## src/include/sfa_defs.vh

```
// Purpose: constants for the sample FIFO and interrupt-enable block
// Assumes: byte-wide register file reached over the two-wire serial port
// Notes:   definitions only
`ifndef SFA_DEFS_VH
`define SFA_DEFS_VH

`define SFA_OFS_STATUS       8'h00
`define SFA_OFS_INT_ENABLE   8'h02
`define SFA_OFS_WRITE_PTR    8'h04
`define SFA_OFS_LOST_COUNT   8'h05
`define SFA_OFS_READ_PTR     8'h06
`define SFA_OFS_POP_DATA     8'h07
`define SFA_OFS_FIFO_CONFIG  8'h08

`define SFA_BIT_ALMOST_FULL  7
`define SFA_BIT_SAMPLE_READY 6
`define SFA_BIT_AMBIENT_OVF  5
`define SFA_BIT_PROXIMITY    4

`define SFA_CFG_AVG_HI       7
`define SFA_CFG_AVG_LO       5
`define SFA_CFG_ROLLOVER     4
`define SFA_CFG_THR_HI       3
`define SFA_CFG_THR_LO       0

`define SFA_RST_INT_ENABLE   4'h0
`define SFA_RST_AVG_CODE     3'h0
`define SFA_RST_ROLLOVER     1'b0
`define SFA_RST_THRESHOLD    4'hf

`define SFA_FIFO_DEPTH       6'h20
`define SFA_LOST_MAX         5'h1f
`define SFA_AVG_MAX_SHIFT    3'h5
`define SFA_BYTES_PER_SAMPLE 2'h3
`define SFA_STAGE_DEPTH      8

`endif

```

## src/sfa_sample_fifo.v

```verilog
// Purpose: sample FIFO, averaging, roll-over and interrupt enables behind a two-wire serial port
// Assumes: scl_in and sda_in are already synchronous to clk_sys; scl well below clk_sys/8
// Notes:   sda is open drain: the module only pulls low, sda_oe high while pulling
//
// Functional notes
// - almost-full flag reaches the interrupt only while its enable bit 7 is set
// - sample-ready flag reaches the interrupt only while enable bit 6 is set
// - ambient-overflow flag reaches the interrupt only while enable bit 5 is set
// - start with proximity enable set runs proximity mode on first emitter at pilot current
// - threshold crossing in proximity mode raises proximity flag and enters selected mode
// - 5-bit write pointer, reset zero, advances per pushed sample
// - 5-bit lost-sample counter counts samples lost at full, saturating
// - lost-sample counter clears whenever a sample is read out
// - 5-bit read pointer, reset zero, advances per popped sample
// - host may write the read pointer to re-read samples
// - read-only 8-bit data register; writes to it do nothing
// - averaging code selects 1,2,4,8,16,32; codes 5 to 7 all select 32
// - each emitter channel averaged separately, pushed in sequence order
// - entries produced at sample rate divided by averaging count
// - roll-over at full overwrites oldest and advances both pointers
// - stop-on-full discards new samples, pointers unchanged
// - proximity mode always pushes as roll-over
// - FIFO flushed when proximity interrupt triggers
// - almost-full set when unread count reaches 32 minus free-space threshold
// - sample-ready set on new sample, cleared by status or data read
// - status read clears almost-full, ambient-overflow and proximity flags
`timescale 1ns/1ps
`default_nettype none
`include "sfa_defs.vh"

module sfa_stage_fifo #(
  parameter WIDTH = 24,
  parameter DEPTH = 8
) (
  input  wire             clk_sys,
  input  wire             rstn,
  input  wire             in_valid,
  output reg              in_ready,
  input  wire [WIDTH-1:0] in_data,
  output wire             out_valid,
  input  wire             out_ready,
  output wire [WIDTH-1:0] out_data
);
  localparam AW = $clog2(DEPTH);
  reg  [WIDTH-1:0] store [0:DEPTH-1];
  reg  [AW-1:0]    head_reg;
  reg  [AW-1:0]    tail_reg;
  reg  [AW:0]      fill_reg;
  wire             take = in_valid && in_ready;
  wire             give = out_valid && out_ready;
  wire [AW:0]      fill_next = fill_reg + {{AW{1'b0}}, take} - {{AW{1'b0}}, give};

  assign out_valid = (fill_reg != {(AW+1){1'b0}});
  assign out_data  = store[tail_reg];

  always @(posedge clk_sys) begin
    if (take)
      store[head_reg] <= in_data;
  end

  always @(posedge clk_sys) begin
    if (!rstn) begin
      head_reg <= {AW{1'b0}};
      tail_reg <= {AW{1'b0}};
      fill_reg <= {(AW+1){1'b0}};
      in_ready <= 1'b0;
    end else begin
      if (take)
        head_reg <= (head_reg == DEPTH[AW-1:0] - 1'b1) ? {AW{1'b0}} : head_reg + 1'b1;
      if (give)
        tail_reg <= (tail_reg == DEPTH[AW-1:0] - 1'b1) ? {AW{1'b0}} : tail_reg + 1'b1;
      fill_reg <= fill_next;
      // registered ready: stays honest because it looks at next fill
      in_ready <= (fill_next < DEPTH[AW:0]);
    end
  end
endmodule // sfa_stage_fifo

module sfa_sample_fifo #(
  parameter [6:0] DEV_ADDR  = 7'h40, // arbitrary bus address
  parameter       RAW_W     = 19,
  parameter       CHANNELS  = 4
) (
  input  wire             clk_sys,
  input  wire             rstn,
  input  wire             scl_in,
  input  wire             sda_in,
  output reg              sda_out,
  output reg              sda_oe,
  input  wire             raw_valid,
  output wire             raw_ready,
  input  wire [RAW_W-1:0] raw_data,
  input  wire [1:0]       raw_channel,
  input  wire             raw_last,
  input  wire             ambient_overflow,
  input  wire             sense_start,
  input  wire             proximity_trigger,
  input  wire [1:0]       mode_select,
  input  wire [7:0]       pilot_drive_current,
  input  wire [7:0]       first_emitter_setting,
  output reg              proximity_mode,
  output reg  [1:0]       operating_mode,
  output reg  [7:0]       first_emitter_current,
  output reg              irq_n
);
  localparam SW = 24;
  localparam AC = RAW_W + 5;
  localparam [3:0] S_IDLE = 4'h0, S_ADDR = 4'h1, S_AACK = 4'h2, S_REG = 4'h3, S_RACKW = 4'h4,
                   S_WDATA = 4'h5, S_WACK = 4'h6, S_RDATA = 4'h7, S_MACK = 4'h8;

  function [2:0] avg_shift;
    input [2:0] code;
    avg_shift = (code > `SFA_AVG_MAX_SHIFT) ? `SFA_AVG_MAX_SHIFT : code;
  endfunction

  // registers
  reg  [3:0]    int_enable_reg;
  reg  [2:0]    avg_code_reg;
  reg           rollover_reg;
  reg  [3:0]    threshold_reg;
  reg  [4:0]    write_pointer_reg;
  reg  [4:0]    read_pointer_reg;
  reg  [5:0]    count_reg;
  reg  [4:0]    lost_sample_counter_reg;
  reg  [1:0]    byte_idx_reg;
  reg           almost_full_flag, sample_ready_flag, ambient_overflow_flag, proximity_flag;
  reg  [SW-1:0] sample_mem [0:31];
  reg  [AC-1:0] acc_mem [0:CHANNELS-1];
  reg  [4:0]    frame_cnt_reg;

  // serial port state
  reg           scl_q, sda_q;
  reg  [3:0]    state_reg;
  reg  [3:0]    bit_cnt_reg;
  reg  [7:0]    shift_reg;
  reg  [7:0]    ptr_reg;
  reg           rw_reg;
  reg           rd_strobe, wr_strobe;
  reg  [7:0]    rd_byte;

  wire scl_rise = scl_in && !scl_q;
  wire scl_fall = !scl_in && scl_q;
  wire start_c  = scl_in && scl_q && sda_q && !sda_in;
  wire stop_c   = scl_in && scl_q && !sda_q && sda_in;

  // averaging front end
  wire [2:0]    shift_n    = avg_shift(avg_code_reg);
  wire [4:0]    frames_m1  = (5'h01 << shift_n) - 5'h01;
  wire          raw_take   = raw_valid && raw_ready;
  wire [AC-1:0] acc_base   = (frame_cnt_reg == 5'h00) ? {AC{1'b0}} : acc_mem[raw_channel];
  wire [AC-1:0] acc_sum    = acc_base + {5'h00, raw_data};
  wire [AC-1:0] avg_val    = acc_sum >> shift_n;
  wire          avg_done   = (frame_cnt_reg == frames_m1);
  wire          st_valid;
  wire [SW-1:0] st_data;
  wire          flush      = proximity_trigger && proximity_mode;
  wire          host_busy  = (byte_idx_reg != 2'h0) || rd_strobe || wr_strobe || flush;
  wire          push       = st_valid && !host_busy;
  wire          fifo_full  = (count_reg == `SFA_FIFO_DEPTH);
  wire          force_roll = rollover_reg || proximity_mode;
  wire          pop_sel    = rd_strobe && (ptr_reg == `SFA_OFS_POP_DATA);
  wire          pop        = pop_sel && (count_reg != 6'h00)
                             && (byte_idx_reg == `SFA_BYTES_PER_SAMPLE - 2'h1);
  wire [5:0]    af_level   = `SFA_FIFO_DEPTH - {2'b00, threshold_reg};
  wire          status_rd  = rd_strobe && (ptr_reg == `SFA_OFS_STATUS);
  wire          data_rd    = pop_sel;

  sfa_stage_fifo #(.WIDTH(SW), .DEPTH(`SFA_STAGE_DEPTH)) u_stage (
    .clk_sys   (clk_sys),
    .rstn      (rstn),
    .in_valid  (raw_valid && avg_done),
    .in_ready  (raw_ready),
    .in_data   (avg_val[SW-1:0]),
    .out_valid (st_valid),
    .out_ready (!host_busy),
    .out_data  (st_data)
  );

  // channel accumulators, one per emitter, pushed as each finishes
  always @(posedge clk_sys) begin
    if (raw_take)
      acc_mem[raw_channel] <= acc_sum;
  end

  always @(posedge clk_sys) begin
    if (!rstn)
      frame_cnt_reg <= 5'h00;
    else if (raw_take && raw_last)
      frame_cnt_reg <= avg_done ? 5'h00 : frame_cnt_reg + 5'h01;
  end

  always @(posedge clk_sys) begin
    if (push && (!fifo_full || force_roll))
      sample_mem[write_pointer_reg] <= st_data;
  end

  // read data mux with byte select
  wire [SW-1:0] head_sample = sample_mem[read_pointer_reg];
  always @* begin
    case (ptr_reg)
      `SFA_OFS_STATUS:      rd_byte = {almost_full_flag, sample_ready_flag, ambient_overflow_flag,
                                       proximity_flag, 4'h0};
      `SFA_OFS_INT_ENABLE:  rd_byte = {int_enable_reg, 4'h0};
      `SFA_OFS_WRITE_PTR:   rd_byte = {3'h0, write_pointer_reg};
      `SFA_OFS_LOST_COUNT:  rd_byte = {3'h0, lost_sample_counter_reg};
      `SFA_OFS_READ_PTR:    rd_byte = {3'h0, read_pointer_reg};
      `SFA_OFS_POP_DATA: begin
        if (count_reg == 6'h00)
          rd_byte = 8'h00;
        else if (byte_idx_reg == 2'h0)
          rd_byte = head_sample[23:16];
        else if (byte_idx_reg == 2'h1)
          rd_byte = head_sample[15:8];
        else
          rd_byte = head_sample[7:0];
      end
      `SFA_OFS_FIFO_CONFIG: rd_byte = {avg_code_reg, rollover_reg, threshold_reg};
      default:              rd_byte = 8'h00;
    endcase
  end

  // two-wire serial slave
  always @(posedge clk_sys) begin
    if (!rstn) begin
      scl_q       <= 1'b1;
      sda_q       <= 1'b1;
      state_reg   <= S_IDLE;
      bit_cnt_reg <= 4'h0;
      shift_reg   <= 8'h00;
      ptr_reg     <= 8'h00;
      rw_reg      <= 1'b0;
      sda_oe      <= 1'b0;
      sda_out     <= 1'b0;
      rd_strobe   <= 1'b0;
      wr_strobe   <= 1'b0;
    end else begin
      scl_q     <= scl_in;
      sda_q     <= sda_in;
      rd_strobe <= 1'b0;
      wr_strobe <= 1'b0;
      // register pointer moves after each access; data register stays put for burst pops
      if ((rd_strobe || wr_strobe) && ptr_reg != `SFA_OFS_POP_DATA)
        ptr_reg <= ptr_reg + 8'h01;
      if (start_c) begin
        state_reg   <= S_ADDR;
        bit_cnt_reg <= 4'h0;
        sda_oe      <= 1'b0;
      end else if (stop_c) begin
        state_reg <= S_IDLE;
        sda_oe    <= 1'b0;
      end else if (scl_rise) begin
        if (state_reg == S_ADDR || state_reg == S_REG || state_reg == S_WDATA) begin
          shift_reg   <= {shift_reg[6:0], sda_in};
          bit_cnt_reg <= bit_cnt_reg + 4'h1;
        end else if (state_reg == S_RDATA) begin
          bit_cnt_reg <= bit_cnt_reg + 4'h1;
        end else if (state_reg == S_MACK) begin
          rw_reg <= sda_in; // nack from master ends the read
        end
      end else if (scl_fall) begin
        case (state_reg)
          S_ADDR: begin
            if (bit_cnt_reg == 4'h8) begin
              if (shift_reg[7:1] == DEV_ADDR) begin
                rw_reg    <= shift_reg[0];
                sda_oe    <= 1'b1;
                state_reg <= S_AACK;
              end else begin
                state_reg <= S_IDLE;
              end
            end
          end
          S_AACK: begin
            bit_cnt_reg <= 4'h0;
            if (rw_reg) begin
              rd_strobe <= 1'b1;
              shift_reg <= rd_byte;
              sda_oe    <= !rd_byte[7];
              state_reg <= S_RDATA;
            end else begin
              sda_oe    <= 1'b0;
              state_reg <= S_REG;
            end
          end
          S_REG: begin
            if (bit_cnt_reg == 4'h8) begin
              ptr_reg   <= shift_reg;
              sda_oe    <= 1'b1;
              state_reg <= S_RACKW;
            end
          end
          S_RACKW, S_WACK: begin
            bit_cnt_reg <= 4'h0;
            sda_oe      <= 1'b0;
            state_reg   <= S_WDATA;
          end
          S_WDATA: begin
            if (bit_cnt_reg == 4'h8) begin
              wr_strobe <= 1'b1;
              sda_oe    <= 1'b1;
              state_reg <= S_WACK;
            end
          end
          S_RDATA: begin
            if (bit_cnt_reg == 4'h8) begin
              sda_oe    <= 1'b0;
              state_reg <= S_MACK;
            end else begin
              sda_oe    <= !shift_reg[3'h7 - bit_cnt_reg[2:0]];
            end
          end
          S_MACK: begin
            if (rw_reg) begin
              state_reg <= S_IDLE;
            end else begin
              bit_cnt_reg <= 4'h0;
              rd_strobe   <= 1'b1;
              shift_reg   <= rd_byte;
              sda_oe      <= !rd_byte[7];
              state_reg   <= S_RDATA;
            end
          end
          S_IDLE:  sda_oe <= 1'b0;
          default: state_reg <= S_IDLE;
        endcase
      end
    end
  end

  // register writes, FIFO pointers and flags
  always @(posedge clk_sys) begin
    if (!rstn) begin
      int_enable_reg          <= `SFA_RST_INT_ENABLE;
      avg_code_reg            <= `SFA_RST_AVG_CODE;
      rollover_reg            <= `SFA_RST_ROLLOVER;
      threshold_reg           <= `SFA_RST_THRESHOLD;
      write_pointer_reg       <= 5'h00;
      read_pointer_reg        <= 5'h00;
      count_reg               <= 6'h00;
      lost_sample_counter_reg <= 5'h00;
      byte_idx_reg            <= 2'h0;
      almost_full_flag        <= 1'b0;
      sample_ready_flag       <= 1'b0;
      ambient_overflow_flag   <= 1'b0;
      proximity_flag          <= 1'b0;
      irq_n                   <= 1'b1;
    end else begin
      if (wr_strobe) begin
        case (ptr_reg)
          `SFA_OFS_INT_ENABLE: int_enable_reg <= shift_reg[7:4];
          `SFA_OFS_READ_PTR: begin
            read_pointer_reg <= shift_reg[4:0];
            count_reg        <= {1'b0, write_pointer_reg - shift_reg[4:0]};
            byte_idx_reg     <= 2'h0;
          end
          `SFA_OFS_FIFO_CONFIG: begin
            avg_code_reg  <= shift_reg[`SFA_CFG_AVG_HI:`SFA_CFG_AVG_LO];
            rollover_reg  <= shift_reg[`SFA_CFG_ROLLOVER];
            threshold_reg <= shift_reg[`SFA_CFG_THR_HI:`SFA_CFG_THR_LO];
          end
          default: ;
        endcase
      end
      // clears first, sets after: a set in the same cycle wins
      if (status_rd) begin
        almost_full_flag      <= 1'b0;
        ambient_overflow_flag <= 1'b0;
        proximity_flag        <= 1'b0;
      end
      if (status_rd || data_rd)
        sample_ready_flag <= 1'b0;
      if (ambient_overflow)
        ambient_overflow_flag <= 1'b1;
      if (pop_sel && count_reg != 6'h00)
        byte_idx_reg <= pop ? 2'h0 : byte_idx_reg + 2'h1;
      if (pop) begin
        read_pointer_reg        <= read_pointer_reg + 5'h01;
        count_reg               <= count_reg - 6'h01;
        lost_sample_counter_reg <= 5'h00;
      end
      // push never meets a pop or host write: drain is held while the host is mid-access
      if (flush) begin
        read_pointer_reg        <= write_pointer_reg;
        count_reg               <= 6'h00;
        byte_idx_reg            <= 2'h0;
        lost_sample_counter_reg <= 5'h00;
        proximity_flag          <= 1'b1;
      end else if (push) begin
        if (fifo_full && lost_sample_counter_reg != `SFA_LOST_MAX)
          lost_sample_counter_reg <= lost_sample_counter_reg + 5'h01;
        if (!fifo_full) begin
          write_pointer_reg <= write_pointer_reg + 5'h01;
          count_reg         <= count_reg + 6'h01;
          sample_ready_flag <= 1'b1;
          if (count_reg + 6'h01 >= af_level)
            almost_full_flag <= 1'b1;
        end else if (force_roll) begin
          write_pointer_reg <= write_pointer_reg + 5'h01;
          read_pointer_reg  <= read_pointer_reg + 5'h01;
          sample_ready_flag <= 1'b1;
          almost_full_flag  <= 1'b1;
        end
        // stop-on-full: sample dropped, pointers held
      end
      irq_n <= !((almost_full_flag && int_enable_reg[3])
              || (sample_ready_flag && int_enable_reg[2])
              || (ambient_overflow_flag && int_enable_reg[1])
              || (proximity_flag && int_enable_reg[0]));
    end
  end

  // sensing mode sequencing
  always @(posedge clk_sys) begin
    if (!rstn) begin
      proximity_mode        <= 1'b0;
      operating_mode        <= 2'h0;
      first_emitter_current <= 8'h00;
    end else if (sense_start) begin
      if (int_enable_reg[0]) begin
        proximity_mode        <= 1'b1;
        operating_mode        <= 2'h0;
        first_emitter_current <= pilot_drive_current;
      end else begin
        proximity_mode        <= 1'b0;
        operating_mode        <= mode_select;
        first_emitter_current <= first_emitter_setting;
      end
    end else if (flush) begin
      proximity_mode        <= 1'b0;
      operating_mode        <= mode_select;
      first_emitter_current <= first_emitter_setting;
    end
  end
endmodule // sfa_sample_fifo
`default_nettype wire

```

## config.mk

```make
export PLATFORM = sky130hd
export DESIGN_NAME = sfa_sample_fifo
export DESIGN_NICKNAME = d
export VERILOG_FILES = /design/src/sfa_sample_fifo.v
export VERILOG_INCLUDE_DIRS = /design/src /design/src/include
export SDC_FILE = /design/constraint.sdc
export NUM_CORES = 1
export LEC_CHECK = 0
export BUFFER_PORTS_ARGS = -buffer_cell sky130_fd_sc_hd__buf_2
export CAP_MARGIN = 10
export CORE_MARGIN = 3
export CORE_UTILIZATION = 45
export DETAILED_ROUTE_END_ITERATION = 8
export GPL_TIMING_DRIVEN = 0
export PLACE_DENSITY = 0.69
export SETUP_SLACK_MARGIN = 0.5
export SLEW_MARGIN = 15
export SYNTH_ARGS = -nofsm -noshare
export SYNTH_HDL_FRONTEND = slang
export SYNTH_SLANG_ARGS = --single-unit
```

## constraint.sdc

```tcl
create_clock -name clk_sys -period 7.9 [get_ports clk_sys]
set_input_delay 1.185 -clock clk_sys [delete_from_list [all_inputs] [get_ports clk_sys]]
set_output_delay 1.185 -clock clk_sys [all_outputs]
set_load 0.005 [all_outputs]
```

==> results.json <==
{
  "result_of_the_run": "finished, final reports clean",
  "clk_latency_ns": 0.73,
  "synth_seq_cells": 1156,
  "dp_hpwl_um": 83550,
  "setup_viol_count_final": 0,
  "ctsHoldBuffers": 0,
  "worstHoldPathCells": 2,
  "async_flop_share_pct": 0,
  "tritoncts": "yes",
  "reg2reg_depth": 17,
  "synth.top_cells.by_area": "edfxtp_1 66%, mux4_2 15%, dfxtp_1 4.1%, ha_1 1.5%, nand2_1 1.3%",
  "largest_buffer_count_on_any_clock_path": 3,
  "timing.final.crit_period_ns": 6.488,
  "critPathLaunchType": "input pin",
  "largest_register_ffs": 768,
  "floorplan.core_area_um2": 106000,
  "first_global_vias": 27697,
  "required_ns": 8.24,
  "grt_overflow_total": 0,
  "cts_buf_count": 113,
  "netlist.area_leader.share_pct": 65.52,
  "cellInternalPower_w": 0.01137,
  "post_cts_resized": 0,
  "worst_hold_path.endpoint": "operating_mode[1]",
  "initial_utilization_pct": 45.65,
  "die-area_um2": 111500,
  "drt_first_pass_iters": 6,
  "switching_share_pct": 26.41,
  "post-cts-setup-buffers": 0,
  "clock-root-buffer": "clkbuf_16",
  "timing.hold.worst.class": "flip-flop to flip-flop",
  "crit_chain": "buf_2 > buf_2 > buf_1 > mux4_2 > and2_1 > ha_1 > clkbuf_1 > nand3_1 > nor2_1 > o211ai_1 > a21boi_1 > o31ai_1 > a2111oi_1 > o211ai_1 > a32oi_1",
  "avgSynthCellArea_um2": 17.80,
  "antenna_found_initial": 4,
  "postSynthNetCount": 2829,
  "reg_top3": "sample_mem (768), u_stage.store (192), acc_mem (96)",
  "finalNonFillerCells": 4432,
  "synthesis.yosys.warnings": 0,
  "maximum_number_of_pins_on_one_net_before_global_route_repair": 33,
  "wl_per_cell_um": 27.60,
  "timing.max_slew.rel_slack_pct": 23.27,
  "setup_total_neg_slack_ns": 0,
  "rsz0062_at_grt": "no",
  "grt_pass1_wl_um": 181600,
  "regMostFlops": "sample_mem",
  "flow.area_growth_from_synthesis_pct": 14.82,
  "worst_r2r_startpoint": "frame_cnt_reg[0]",
  "die_width_um": 333.9,
  "port_buf_inserts": 61,
  "max_cap_viol_count": 0,
  "final_layout_size_suffix_gt1_share_pct": 23.72,
  "finish.net_count": 3055,
  "rows": 119,
  "syn-instance-count": 2719,
  "drt-vias-per-instance": 6.126,
  "source_of_the_worst_hold_timing_path": "operating_mode[1]",
  "ys_flop_type": "edfxtp_1",
  "timing.fmax_mhz": 154.1,
  "drt-initial-drc-count": 3187,
  "netSwitchingPower_w": 0.004081,
  "critPathMaxFanout": 10,
  "period_share_pct": 82.12,
  "synth_common_cells": "1056 x edfxtp_1, 319 x mux4_2, 170 x nand2_1, 122 x nor2_1, 100 x dfxtp_1",
  "max-vdd-ir-drop_v": 0.0002767,
  "critical_path_class": "input pin to flip-flop",
  "timing.critical_path.slowest_stage_cell": "a2111oi_1",
  "worst_slew_pin_slew_ns": 1.148,
  "ff2ff_setup_slack_ns": 1.44,
  "globalplace.congestion": 0.9084,
  "finalHoldViolations": 0,
  "critical-path-max-stage-delay_ns": 1.05,
  "synth.most_common_cell": "edfxtp_1",
  "worst_clock_skew_ns": 0.07457,
  "layout.cell_area.non_filler_um2": 55570,
  "mappedNetlistArea_um2": 48400,
  "cts-htree-levels": 3,
  "drt_wl_total_um": 122300,
  "p_leak_nw": 17.85,
  "synth_edf_count": 1056,
  "final_util_pct": 52.42,
  "arrival_ns": 6.83,
  "antenna_violating_nets_post_route": 0,
  "crit_path_end_kind": "flip-flop",
  "power_frac_seq_pct": 50.5,
  "synth.largest_area_cell": "edfxtp_1",
  "reg2reg_to": "u_stage.store[0][18]",
  "clock-sinks": 1156,
  "placed_area_um2": 51870,
  "combPwrFrac_pct": 15.3,
  "slew_viol_final": 0,
  "dpl.cell_count": 4221,
  "detailroute.via_count": 27152,
  "synth_cell_type_count": 75,
  "seq_area_frac_synth_pct": 69.66,
  "drcViolationCount": 0,
  "grt_usage_pct": 21.91,
  "die_h_um": 333.9,
  "nFillCells": 8235,
  "clkTransAtPathRegs_ns": 0.06,
  "design.portCount": 63,
  "powerDensity_nw_per_um2": 278.1,
  "power.clock.fraction_pct": 34.2
}
==> cell families (layout without fill, tap and decap cells) <==
kind of cell	after synthesis	in the layout	synth area share, %
fa+ha+maj	62	62	1.649
simple gates	533	533	5.248
mux	384	384	16.26
flops	1156	1156	69.66
buf+inv	203	523	1.711
compound gates	341	341	4.754
xor+xnor	39	39	0.7058
other cells	1	3	0.007749
==> worst max path at each step <==
| stage | slack [ns] | end | from | cells past startpoint |
|---|---|---|---|---|
| floorplan | 2.42 | u_stage.store[0][15] | raw_channel[0] | 13 |
| global placement | 0.94 | u_stage.store[2][18] | raw_channel[0] | 15 |
| detailed placement | 0.71 | u_stage.store[0][18] | raw_channel[0] | 15 |
| CTS | 1.38 | u_stage.store[0][18] | raw_channel[0] | 15 |
| global route | 0.85 | u_stage.store[0][18] | frame_cnt_reg[0] | 17 |
| finish | 1.41 | u_stage.store[0][18] | raw_channel[0] | 15 |
==> stage by stage <==
stage / worst slack (ns) / hold WS (ns) / power [W]
3_3_place_gp: 0.9363 / 0.4503 / 0.01002
5_1_grt: 0.8457 / 0.4812 / 0.01597
6_report: 1.412 / 0.4660 / 0.01545
4_1_cts: 1.385 / 0.4615 / 0.01551
2_1_floorplan: 2.415 / 0.4458 / 0.009281
3_5_place_dp: 0.7060 / 0.4528 / 0.01027
==> placed cells by master (no fill, tap or decap), types with 9 or more instances in the layout <==
master / synthesis / final
edfxtp_1: 1056 / 1056
mux4_2: 319 / 319
nand2_1: 170 / 170
clkbuf_1: 98 / 117
clkbuf_16: 0 / 115
dfxtp_1: 100 / 100
buf_2: 25 / 86
a21oi_1: 86 / 86
nor2_1: 122 / 84
nand3_1: 67 / 67
ha_1: 59 / 59
o21ai_0: 58 / 58
inv_1: 53 / 53
and2_1: 47 / 47
nor2_4: 0 / 38
mux2i_1: 36 / 36
buf_16: 0 / 34
mux2_2: 29 / 29
clkinv_2: 0 / 26
nor3_1: 26 / 23
o211ai_1: 23 / 23
clkinv_1: 1 / 22
a21boi_0: 20 / 20
xnor2_1: 20 / 20
buf_1: 20 / 20
xor2_1: 19 / 19
nor2b_1: 19 / 19
o211a_1: 18 / 18
a211oi_1: 17 / 17
a31oi_1: 15 / 15
a21o_1: 14 / 14
o21a_1: 12 / 12
and3_1: 12 / 12
nand2b_1: 12 / 12
nand4_1: 10 / 10
o221ai_1: 9 / 9
buf_4: 1 / 9
==> metal layers <==
| metal | track usage [%] | share of wire (%) | vias up |
|---|---|---|---|
| met2 | 37.28 | 50 | 1357 |
| met5 | 0 | 0 | - |
| met3 | 3.628 | 7.7 | 244 |
| li1 | - | - | 11452 |
| met4 | 8.016 | 3.7 | 0 |
| met1 | 28.60 | 38 | 14099 |
==> power by group through the flow <==
stage                     clock network, W  logic (W)  registers [W]
after CTS                          0.00536    0.00235        0.00780
after floorplan                          0    0.00141        0.00788
after global routing               0.00562    0.00253        0.00783
after detailed placement                 0    0.00234        0.00793
final                              0.00529    0.00236        0.00780
after global placement                   0    0.00210        0.00793
==> worst max-delay path, delay by kind of cell <==
family / cells / cell delay, ns
compound gates: 6 / 2.61
fa+ha+maj: 1 / 0.27
buf+inv: 4 / 1.47
mux: 1 / 0.60
simple gates: 3 / 0.69
==> layout make-up <==
cell class / count / area (um^2) / share of cell area, %
diodes: 2 / 5.005 / 0.009007
plain buffers: 149 / 626.9 / 1.128
clock buffers: 140 / 3022 / 5.438
clock inverters: 69 / 664.4 / 1.196
inverters: 54 / 202.7 / 0.3648
multi-input cells: 1360 / 14170 / 25.50
flip-flops and latches: 1156 / 33710 / 60.67
well taps: 1391 / 1740 / 3.132
repair buffers: 111 / 1426 / 2.567
No activity file was read; power rests on OpenSTA's default activity.
